### src/hdl/pdc_pkg.sv
// constants and types of the power-down control block
//------------------------------------------------------------------
//------------------------------------------------------------------
package pdc_pkg;

    // clock
    localparam int unsigned CLK_PERIOD_PS = 10000;

    // interval minimum times in ps and clock counts
    localparam int unsigned T_CMD_ENTRY_PS  = 1750;
    localparam int unsigned N_CMD_ENTRY     = 3;
    localparam int unsigned T_EXIT_LAT_PS   = 7500;
    localparam int unsigned N_EXIT_LAT      = 5;
    localparam int unsigned T_CLK_ENTRY_PS  = 5000;
    localparam int unsigned N_CLK_ENTRY     = 5;
    localparam int unsigned T_CS_ENTRY_PS   = 5000;
    localparam int unsigned N_CS_ENTRY      = 5;
    localparam int unsigned T_PULSE_PS      = 7500;
    localparam int unsigned N_PULSE         = 4;

    // an interval expires when both time and count are met
    function automatic int unsigned both_met(input int unsigned ps, input int unsigned nck);
        int unsigned c;
        c = (ps + CLK_PERIOD_PS - 1) / CLK_PERIOD_PS;
        return (c > nck) ? c : nck;
    endfunction

    localparam int unsigned CYC_CMD_ENTRY = both_met(T_CMD_ENTRY_PS, N_CMD_ENTRY);
    localparam int unsigned CYC_EXIT_LAT  = both_met(T_EXIT_LAT_PS, N_EXIT_LAT);
    localparam int unsigned CYC_CLK_ENTRY = both_met(T_CLK_ENTRY_PS, N_CLK_ENTRY);
    localparam int unsigned CYC_CS_ENTRY  = both_met(T_CS_ENTRY_PS, N_CS_ENTRY);
    localparam int unsigned CYC_PULSE     = both_met(T_PULSE_PS, N_PULSE);

    // register bus
    localparam int unsigned ADDR_W = 3;
    localparam int unsigned DATA_W = 8;
    localparam logic [2:0] REG_TERMINATION_CONFIG = 3'h0;
    localparam logic [2:0] REG_BURST_POSTAMBLE    = 3'h1;
    localparam logic [2:0] REG_CMD_TERM_OPTION    = 3'h2;
    localparam logic [2:0] REG_STATUS             = 3'h3;
    localparam logic [2:0] REG_VIOLATION          = 3'h4;

    // field positions and reset values
    localparam int unsigned TERM_EN_LSB      = 4;
    localparam int unsigned POSTAMBLE_BIT    = 7;
    localparam logic [7:0]  TERM_CFG_RST     = 8'h00;
    localparam logic [7:0]  POSTAMBLE_RST    = 8'h00;
    localparam logic [7:0]  TERM_OPT_RST     = 8'h00;

    // violation flag positions
    localparam int unsigned VIO_BUSY_ENTRY = 0;
    localparam int unsigned VIO_PULSE      = 1;
    localparam int unsigned VIO_EXIT_CMD   = 2;
    localparam int unsigned VIO_CS_HOLD    = 3;
    localparam int unsigned VIO_CMD_ENTRY  = 4;
    localparam int unsigned VIO_W          = 5;

    // power-down classification
    typedef enum logic [1:0] {
        PDM_NONE   = 2'h0,
        PDM_IDLE   = 2'h1,
        PDM_ACTIVE = 2'h2,
        PDM_SELF   = 2'h3
    } pdc_mode_t;

    // link state, one-hot
    typedef enum logic [3:0] {
        ST_AWAKE = 4'b0001,
        ST_ENTRY = 4'b0010,
        ST_DOWN  = 4'b0100,
        ST_EXIT  = 4'b1000
    } pdc_state_t;

endpackage

### src/hdl/pdc_tmr_if.sv
// start and status wires between the controller and one interval timer
`timescale 1ns/100ps
`default_nettype none
interface pdc_tmr_if;
    logic start;   // restart the interval
    logic run;     // interval not yet elapsed
    logic done;    // one-cycle pulse at expiry

    modport owner (output start, input run, input done);
    modport timer (input start, output run, output done);
endinterface // pdc_tmr_if
`default_nettype wire

### src/hdl/pdc_timer.sv
// minimum-interval timer, restartable
`timescale 1ns/100ps
`default_nettype none
module pdc_timer
    import pdc_pkg::*;
#(
    parameter int unsigned CYCLES = 4
) (
    // clock and reset
    input  wire logic  i_ref_clk,
    input  wire logic  i_rst_n,
    // control
    pdc_tmr_if.timer   tmr
);
    logic [3:0] cnt_q;
    logic [3:0] cnt_d;
    logic       done_q;

    // a restart wins over a running count
    assign cnt_d = tmr.start ? 4'(CYCLES) :
                   (cnt_q != 4'h0) ? cnt_q - 4'h1 : 4'h0;

    always_ff @(posedge i_ref_clk or negedge i_rst_n) begin
        if (!i_rst_n) begin
            cnt_q  <= 4'h0;
            done_q <= 1'b0;
        end else begin
            cnt_q  <= cnt_d;
            done_q <= !tmr.start && (cnt_q == 4'h1);
        end
    end

    assign tmr.run  = (cnt_q != 4'h0);
    assign tmr.done = done_q;
endmodule // pdc_timer
`default_nettype wire

### src/hdl/pdc_top.sv
// power-down entry and exit control of the memory die
`timescale 1ns/100ps
`default_nettype none
module pdc_top
    import pdc_pkg::*;
(
    // clock and reset
    input  wire logic                i_ref_clk,
    input  wire logic                i_arst_n,
    // memory link pins
    input  wire logic                i_cke,
    input  wire logic                i_cs,
    input  wire logic [5:0]          i_cmd_addr_bus,
    // core status
    input  wire logic                i_any_row_open,
    input  wire logic                i_self_refresh,
    input  wire logic                i_op_busy,
    input  wire logic                i_protected_busy,
    input  wire logic                i_cmd_needs_delay,
    input  wire logic                i_term_pad_en,
    // register port
    input  wire logic [ADDR_W-1:0]   i_reg_addr,
    input  wire logic [DATA_W-1:0]   i_reg_wdata,
    input  wire logic                i_reg_wr,
    input  wire logic                i_reg_rd,
    output logic      [DATA_W-1:0]   o_reg_rdata,
    // power-down outputs
    output logic                     o_io_buf_en,
    output logic                     o_rx_en,
    output logic                     o_refresh_en,
    output logic                     o_pd_current_ok,
    output logic      [1:0]          o_pd_mode,
    output logic      [2:0]          o_cmd_term_en,
    output logic                     o_long_postamble,
    output logic                     o_cmd_accept,
    output logic      [5:0]          o_cmd_word
);

    //------------------------------------------------------------------
    // reset release
    //------------------------------------------------------------------
    logic rst_meta_q;
    logic rst_n_q;

    // async assert, two-flop release so no flop leaves reset on a skewed edge
    always_ff @(posedge i_ref_clk or negedge i_arst_n) begin
        if (!i_arst_n) begin
            rst_meta_q <= 1'b0;
            rst_n_q    <= 1'b0;
        end else begin
            rst_meta_q <= 1'b1;
            rst_n_q    <= rst_meta_q;
        end
    end

    //------------------------------------------------------------------
    // interval timers
    //------------------------------------------------------------------
    pdc_tmr_if clk_hold ();
    pdc_tmr_if cs_hold ();
    pdc_tmr_if pulse ();
    pdc_tmr_if exit_lat ();
    pdc_tmr_if cmd_entry ();

    pdc_timer #(.CYCLES(CYC_CLK_ENTRY)) u_clk_hold (
        .i_ref_clk (i_ref_clk),
        .i_rst_n   (rst_n_q),
        .tmr       (clk_hold)
    );
    pdc_timer #(.CYCLES(CYC_CS_ENTRY)) u_cs_hold (
        .i_ref_clk (i_ref_clk),
        .i_rst_n   (rst_n_q),
        .tmr       (cs_hold)
    );
    pdc_timer #(.CYCLES(CYC_PULSE)) u_pulse (
        .i_ref_clk (i_ref_clk),
        .i_rst_n   (rst_n_q),
        .tmr       (pulse)
    );
    pdc_timer #(.CYCLES(CYC_EXIT_LAT)) u_exit_lat (
        .i_ref_clk (i_ref_clk),
        .i_rst_n   (rst_n_q),
        .tmr       (exit_lat)
    );
    pdc_timer #(.CYCLES(CYC_CMD_ENTRY)) u_cmd_entry (
        .i_ref_clk (i_ref_clk),
        .i_rst_n   (rst_n_q),
        .tmr       (cmd_entry)
    );

    //------------------------------------------------------------------
    // enable pin tracking
    //------------------------------------------------------------------
    logic cke_q;
    logic cmd_seen;
    logic cke_edge;
    logic cke_fall;
    logic cke_rise;

    always_ff @(posedge i_ref_clk or negedge rst_n_q) begin
        if (!rst_n_q) begin
            cke_q <= 1'b1;
        end else begin
            cke_q <= i_cke;
        end
    end

    assign cke_edge = (i_cke != cke_q);
    assign cke_fall = cke_q && !i_cke;
    assign cke_rise = !cke_q && i_cke;

    //------------------------------------------------------------------
    // power-down state machine
    //------------------------------------------------------------------
    pdc_state_t state_q;
    pdc_state_t state_d;

    // entry and exit follow the pin level, with no command needed
    always_comb begin
        state_d = state_q;
        case (state_q)
            ST_AWAKE: begin
                if (!i_cke) state_d = ST_ENTRY;
            end
            ST_ENTRY: begin
                if (i_cke) begin
                    state_d = ST_EXIT;
                end else if (clk_hold.done) begin
                    state_d = ST_DOWN;
                end
            end
            ST_DOWN: begin
                if (i_cke) state_d = ST_EXIT;
            end
            ST_EXIT: begin
                if (!i_cke) begin
                    state_d = ST_ENTRY;
                end else if (exit_lat.done) begin
                    state_d = ST_AWAKE;
                end
            end
            default: state_d = ST_AWAKE;
        endcase
    end

    always_ff @(posedge i_ref_clk or negedge rst_n_q) begin
        if (!rst_n_q) begin
            state_q <= ST_AWAKE;
        end else begin
            state_q <= state_d;
        end
    end

    // timer starts
    assign clk_hold.start  = cke_fall;
    assign cs_hold.start   = cke_fall;
    assign pulse.start     = cke_edge;
    assign exit_lat.start  = cke_rise;
    assign cmd_entry.start = cmd_seen && i_cmd_needs_delay;

    //------------------------------------------------------------------
    // command path
    //------------------------------------------------------------------
    logic in_pd_d;
    logic cmd_ok;

    assign in_pd_d  = (state_d == ST_ENTRY) || (state_d == ST_DOWN);
    assign cmd_seen = i_cs && i_cke && cke_q;
    // only the awake state executes; during entry hold the bus is ignored
    assign cmd_ok   = cmd_seen && (state_q == ST_AWAKE);

    always_ff @(posedge i_ref_clk or negedge rst_n_q) begin
        if (!rst_n_q) begin
            o_cmd_accept <= 1'b0;
            o_cmd_word   <= 6'h00;
        end else begin
            o_cmd_accept <= cmd_ok;
            o_cmd_word   <= cmd_ok ? i_cmd_addr_bus : 6'h00;
        end
    end

    //------------------------------------------------------------------
    // classification and buffer control
    //------------------------------------------------------------------
    pdc_mode_t mode_q;
    pdc_mode_t mode_entry;

    // classified at the moment of entry
    assign mode_entry = i_self_refresh ? PDM_SELF :
                        i_any_row_open ? PDM_ACTIVE : PDM_IDLE;

    always_ff @(posedge i_ref_clk or negedge rst_n_q) begin
        if (!rst_n_q) begin
            mode_q <= PDM_NONE;
        end else if (!in_pd_d) begin
            mode_q <= PDM_NONE;
        end else if (state_q == ST_AWAKE || state_q == ST_EXIT) begin
            mode_q <= mode_entry;
        end
    end

    // outputs follow the next state so they change on the sampling edge
    always_ff @(posedge i_ref_clk or negedge rst_n_q) begin
        if (!rst_n_q) begin
            o_io_buf_en     <= 1'b1;
            o_rx_en         <= 1'b1;
            o_refresh_en    <= 1'b1;
            o_pd_current_ok <= 1'b0;
        end else begin
            o_io_buf_en     <= !in_pd_d;
            o_rx_en         <= (state_d != ST_DOWN);
            o_refresh_en    <= !in_pd_d || i_self_refresh;
            o_pd_current_ok <= in_pd_d && !i_op_busy;
        end
    end

    assign o_pd_mode = mode_q;

    //------------------------------------------------------------------
    // registers
    //------------------------------------------------------------------
    logic [7:0]       term_cfg_q;
    logic [7:0]       postamble_q;
    logic [7:0]       term_opt_q;
    logic [VIO_W-1:0] vio_q;
    logic [VIO_W-1:0] vio_set;
    logic [VIO_W-1:0] vio_clr;
    logic             wr_term;
    logic             wr_post;
    logic             wr_opt;
    logic             wr_vio;
    logic [7:0]       status_word;
    logic [7:0]       rd_mux;

    assign wr_term = i_reg_wr && (i_reg_addr == REG_TERMINATION_CONFIG);
    assign wr_post = i_reg_wr && (i_reg_addr == REG_BURST_POSTAMBLE);
    assign wr_opt  = i_reg_wr && (i_reg_addr == REG_CMD_TERM_OPTION);
    assign wr_vio  = i_reg_wr && (i_reg_addr == REG_VIOLATION);

    always_ff @(posedge i_ref_clk or negedge rst_n_q) begin
        if (!rst_n_q) begin
            term_cfg_q  <= TERM_CFG_RST;
            postamble_q <= POSTAMBLE_RST;
            term_opt_q  <= TERM_OPT_RST;
        end else begin
            if (wr_term) term_cfg_q <= i_reg_wdata;
            if (wr_post) postamble_q <= i_reg_wdata;
            if (wr_opt) term_opt_q <= i_reg_wdata;
        end
    end

    // termination needs both the field and the pad or option; state is not consulted
    always_ff @(posedge i_ref_clk or negedge rst_n_q) begin
        if (!rst_n_q) begin
            o_cmd_term_en    <= 3'h0;
            o_long_postamble <= 1'b0;
        end else begin
            o_cmd_term_en    <= term_cfg_q[TERM_EN_LSB +: 3]
                                & ({3{i_term_pad_en}} | term_opt_q[2:0]);
            o_long_postamble <= postamble_q[POSTAMBLE_BIT];
        end
    end

    //------------------------------------------------------------------
    // controller misbehaviour flags
    //------------------------------------------------------------------
    // flags are diagnostics only: the die does not refuse the pin change
    always_comb begin
        vio_set = '0;
        vio_set[VIO_BUSY_ENTRY] = cke_fall && i_protected_busy;
        vio_set[VIO_PULSE]      = cke_edge && pulse.run;
        vio_set[VIO_EXIT_CMD]   = cmd_seen && (state_q == ST_EXIT);
        vio_set[VIO_CS_HOLD]    = i_cs && !i_cke && cs_hold.run;
        vio_set[VIO_CMD_ENTRY]  = cke_fall && cmd_entry.run;
    end

    assign vio_clr = wr_vio ? i_reg_wdata[VIO_W-1:0] : '0;

    // write-one-to-clear; a set in the same cycle wins
    always_ff @(posedge i_ref_clk or negedge rst_n_q) begin
        if (!rst_n_q) begin
            vio_q <= '0;
        end else begin
            vio_q <= (vio_q & ~vio_clr) | vio_set;
        end
    end

    assign status_word = {state_q, mode_q, o_rx_en, o_io_buf_en};

    // unmapped addresses read zero
    always_comb begin
        case (i_reg_addr)
            REG_TERMINATION_CONFIG: rd_mux = term_cfg_q;
            REG_BURST_POSTAMBLE:    rd_mux = postamble_q;
            REG_CMD_TERM_OPTION:    rd_mux = term_opt_q;
            REG_STATUS:             rd_mux = status_word;
            REG_VIOLATION:          rd_mux = {{(8-VIO_W){1'b0}}, vio_q};
            default:                rd_mux = 8'h00;
        endcase
    end

    // read data stand only in the cycle after the strobe
    always_ff @(posedge i_ref_clk or negedge rst_n_q) begin
        if (!rst_n_q) begin
            o_reg_rdata <= 8'h00;
        end else begin
            o_reg_rdata <= i_reg_rd ? rd_mux : 8'h00;
        end
    end

endmodule // pdc_top
`default_nettype wire

### config.mk
export PLATFORM = sky130hd
export DESIGN_NAME = pdc_top
export DESIGN_NICKNAME = d
export VERILOG_FILES = /design/src/hdl/pdc_pkg.sv /design/src/hdl/pdc_tmr_if.sv /design/src/hdl/pdc_timer.sv /design/src/hdl/pdc_top.sv
export SDC_FILE = /design/constraint.sdc
export NUM_CORES = 1
export LEC_CHECK = 0
export BUFFER_PORTS_ARGS = -buffer_cell sky130_fd_sc_hd__clkbuf_2
export CORE_MARGIN = 2
export CORE_UTILIZATION = 60
export DETAILED_ROUTE_END_ITERATION = 16
export PLACE_DENSITY_LB_ADDON = 0.15
export SYNTH_ARGS = -nofsm -noshare
export SYNTH_HDL_FRONTEND = slang
export SYNTH_HIERARCHICAL = 1
export SYNTH_SLANG_ARGS = --single-unit
### constraint.sdc
create_clock -name i_ref_clk -period 5.2 [get_ports i_ref_clk]
set_input_delay 1.3 -clock i_ref_clk [delete_from_list [all_inputs] [get_ports i_ref_clk]]
set_output_delay 1.3 -clock i_ref_clk [all_outputs]
set_load 0.005 [all_outputs]
* Word level (Yosys, flattened, before mapping)
Index checks and enable logic that the tools add are counted.
Word-level totals: flip-flop bits (word level) 83, input bits 29, output and inout bits 25, logic and storage cells 109
Cells by class: add/subtract/negate cells 5, equality and inequality tests 15, mux-type cells 25, bitwise operators 5, reduce and logical (&&, ||, !) cells 34
Operators by type and width (count):
- $mux W4 | 16
- $pmux W8 S5 | 1
- $reduce_bool A4 Y1 | 5
- $sub A4 B1 Y4 const B | 5
- $logic_and A1 B1 Y1 | 19
- $pmux W4 S4 | 1
- $eq A4 B1 Y1 const B | 3
- $eq A4 B2 Y1 const B | 2
- $eq A4 B3 Y1 const B | 2
- $mux W2 | 4
- $mux W8 | 1
- $eq A3 B2 Y1 const B | 2
- $logic_not A1 Y1 | 6
- $mux W6 | 1
- $and A5 B5 Y5 | 1
- $mux W5 | 1
- $not A5 Y5 | 1
- $or A5 B5 Y5 | 1
- $eq A4 B4 Y1 const B | 1
- $ne A4 B3 Y1 const B | 1
- $and A3 B3 Y3 | 1
- $eq A3 B1 Y1 const B | 1
- $eq A3 B3 Y1 const B | 1
- $logic_not A3 Y1 | 1
- 4 further kinds | 6

* Longest topological paths before layout
depth in word-level cells 7, depth in mapped cells 6, mapped depth without buffers 5

* Hierarchy
Netlist, hierarchy kept.
Modules (own cells, without submodules):
- pdc_top | instances 1, cells an instance 209, area each 2640.0 µm², sequential area each 1532.7 µm²
- pdc_timer (u_clk_hold ...) | instances 3, cells an instance 19, area each 214.0 µm², sequential area each 125.1 µm²
- pdc_timer (u_pulse) | instances 1, cells an instance 19, area each 211.5 µm², sequential area each 125.1 µm²
- pdc_timer (u_cmd_entry) | instances 1, cells an instance 17, area each 201.4 µm², sequential area each 125.1 µm²

* Worst setup path before layout
No wires, ideal clock.
path type input-to-reg, from in i_reg_addr[2], to reg term_cfg_q[0], library setup time 125 ps, arrival time 2257 ps, required time 5075 ps, setup slack 2818 ps, stages 3, buffers on the path 1, path through buf_2 -> nor3_2 -> mux2_2
On the way: word-level cells in the longest chain between the ends 2
RTL lines:
- from (decl) | RTL line pdc_top.sv:22 | input wire logic [ADDR_W-1:0] i_reg_addr,
- $logic_not A3 Y1 | RTL line pdc_top.sv:235 | assign wr_term = i_reg_wr && (i_reg_addr == REG_TERMINATION_CONFIG);
- $logic_and A1 B1 Y1 | RTL line pdc_top.sv:235
- to (signal assigned) | RTL line pdc_top.sv:246 | if (wr_term) term_cfg_q <= i_reg_wdata;
- to (decl) | RTL line pdc_top.sv:222 | logic [7:0] term_cfg_q;
Every way passes these cells. A chain may end at the register's enable or synchronous reset.

* Worst setup path in the final report
from in i_reg_addr[1], to reg term_opt_q[4]
On the way: word-level cells in the longest chain between the ends 2
RTL lines:
- $eq A3 B2 Y1 | RTL line pdc_top.sv:237 | assign wr_opt = i_reg_wr && (i_reg_addr == REG_CMD_TERM_OPTION);
- $logic_and A1 B1 Y1 | RTL line pdc_top.sv:237
- to (signal assigned) | RTL line pdc_top.sv:248 | if (wr_opt) term_opt_q <= i_reg_wdata;
- to (decl) | RTL line pdc_top.sv:224 | logic [7:0] term_opt_q;
Every way passes these cells.

==> impl_results.md <==
- Part of the cycle the worst path needs: 0.491
- Final ANT Viol Nets: 0
- Hold_sp: rst_meta_q
- CP peak stage delay: 0.56 ns
- CTS tree: yes
- Die W: a little over 80 µm
- Area Growth Syn to Fin: 13.5%
- Fill cells: 420
- Peak supply drop: 0.212 mV
- RePlAce Congestion: 0.835
- DIE AREA: 0.00660 mm²
- Row count: 28
- R2R Path End: o_refresh_en
- Vias in the first global route: approximately 2400
- Max-slew headroom: 0.332
- Critical-path top delay cell: nor3_2
- Final hold violation count: 0
- Initial antenna violation count: 0
- Max-cap violations: 0
- Setup repair bufs after CTS: 0
- Tmin final: around 2.6 ns
- Clock buffer depth: 2
- Critical Path Start: i_reg_addr[1]
- PostCTS Resize Cnt: 0
- R2r worst-path depth: 4
- Core area: 0.00585 mm²
- Placed cell areas: 0.00388 mm²
- Initial DRC Count: 123
- Setup crit start kind: input port
- WS Path Type: in2reg
- Critical path cell sequence: clkbuf_2, inv_1, nor3_2, mux2_2
- Register Area: between 0.002 and 0.0025 mm²
- FF-to-FF Start: state_q[0]
- Mapped Nets: ~320
- Routed vias: 2385
- Mapped Area: 0.00358 mm²
- Num ports: 54
- Share of layout cells above drive strength 1: 0.331
- Largest net degree at the start of global routing: 82
- Final Max Tran Viols: 0
- WHS Endpoint: rst_n_q
- Worst Path Required: 5.44 ns
- Drt total wl: 6950 µm
- Syn Inst Count: 292
- # hold bufs at CTS: 0
- Worst Hold Class: reg2reg
- TNS Setup: 0 ns
- Total GRT Usage: 0.236
- # setup viols final: 0
- Multi-input logic area: 0.00139 mm²
- CP Data Arrival Time: 2.79 ns
- Critical path peak fanout: 16
- Power Density: 419 mW/mm²
- # port buffers: 53
- Clk pin slew, worst setup/hold paths: 0.08 ns
- # diodes: 0
- DP HPWL: 4890 µm
- Hold depth: 0
- First-pass GRT wire length: 11500 µm
- TritonRoute pass-1 iters: 4
- TritonCTS Buffers: 9
- Starting Density: 0.612
- Fmax: 392 MHz
- CP endpoint kind: flop
- Via-per-instance ratio: 5.56
- Pin slew with the least headroom to its limit: 1.00 ns
- Leak: 1.91 nW
- Net count, final: 380
- Clk Latency, worst-skew pair: 0.35 ns
- Synthesized area per cell: 12.3 µm²
- RSZ-0062 raised after global routing: no
- Wire per inst: 16.2 µm
- Status: finished, final reports clean
- Clk root buf: clkbuf_8
- CTS H-tree lvls: 3
- DRC violations left: 0
- Die Y: slightly above 80 µm
- CTS Sinks: 83
- Post-route cell area: 0.00406 mm²
- Setup Skew: 0.00662 ns
- R2R setup slack: 3.57 ns
- GRT Residual Overflow: 0
- Synth warnings: 6
final cells by class:
class	count	area share
Timing Repair Buffer	53	0.0653
Multi-Input combinational cell	190	0.343
Sequential cell	83	0.514
Inverter	12	0.0111
Tap cell	75	0.0231
Clock buffer	13	0.0342
Clock inverter	3	0.00986
worst max-delay path: cells and delay by family:
kind	cells	cell delay [ns]
buffers and inverters	2	0.52
multiplexers	1	0.41
AND/OR/NAND/NOR	1	0.56
per-layer routing:
| layer | wire (µm) | GRT usage | share of wire |
|---|---|---|---|
| met5 | 0 | 0 | 0 |
| met4 | 104 | 0.100 | 0.015 |
| met3 | 290 | 0.0400 | 0.042 |
| met2 | 3460 | 0.377 | 0.50 |
| met1 | 3100 | 0.320 | 0.45 |
worst max-delay path by stage:
stage | end | slack, ns | depth (start not counted)
after floorplan | o_cmd_accept | 2.73 | 0
after global placement | term_opt_q[3] | 2.36 | 4
after detailed placement | term_opt_q[5] | 2.31 | 4
after CTS | term_opt_q[5] | 2.67 | 4
after global routing | term_opt_q[4] | 2.57 | 4
final | term_opt_q[4] | 2.65 | 4
flip-flops by register name, summed over array words and instances (netlist names), 4 cells and up:
signal and count:
o_cmd_word 6, o_reg_rdata 8, postamble_q 8, state_q 4
term_cfg_q 8, term_opt_q 8, u_clk_hold/cnt_q 4, u_cmd_entry/cnt_q 4
u_cs_hold/cnt_q 4, u_exit_lat/cnt_q 4, u_pulse/cnt_q 4, vio_q 5
report_power, final:
part           switching, mW  internal (mW)
registers              0.138          0.779
logic                  0.162          0.185
clock network          0.217          0.221
layout by cell type, fill, tap and decap left out, drive strengths merged, types with 2 or more instances in the layout:
cell type,n
dfrtp,78
clkbuf,66
a21oi,24
mux2,24
nor2,22
nand2,16
nor3,13
inv,12
o21ai,12
nand2b,11
mux2i,10
and2,7
o21bai,6
a22oi,5
dfstp,5
o21a,4
a31oi,4
and3b,3
a22o,3
o22a,3
and2b,2
a32o,2
nor3b,2
ha,2
clkinv,2
or2,2
stage by stage:
step	hold WS [ns]	power (mW)	instances	utilization	setup slack [ns]
floorplan	0.331	1.17	292	-	2.73
global placement	0.338	1.26	413	0.664	2.36
detailed placement	0.336	1.28	413	0.664	2.31
CTS	0.354	1.71	429	0.694	2.67
global route	0.357	1.80	429	0.694	2.57
finish	0.350	1.70	429	0.694	2.65
No activity file was read; power rests on OpenSTA's default activity.
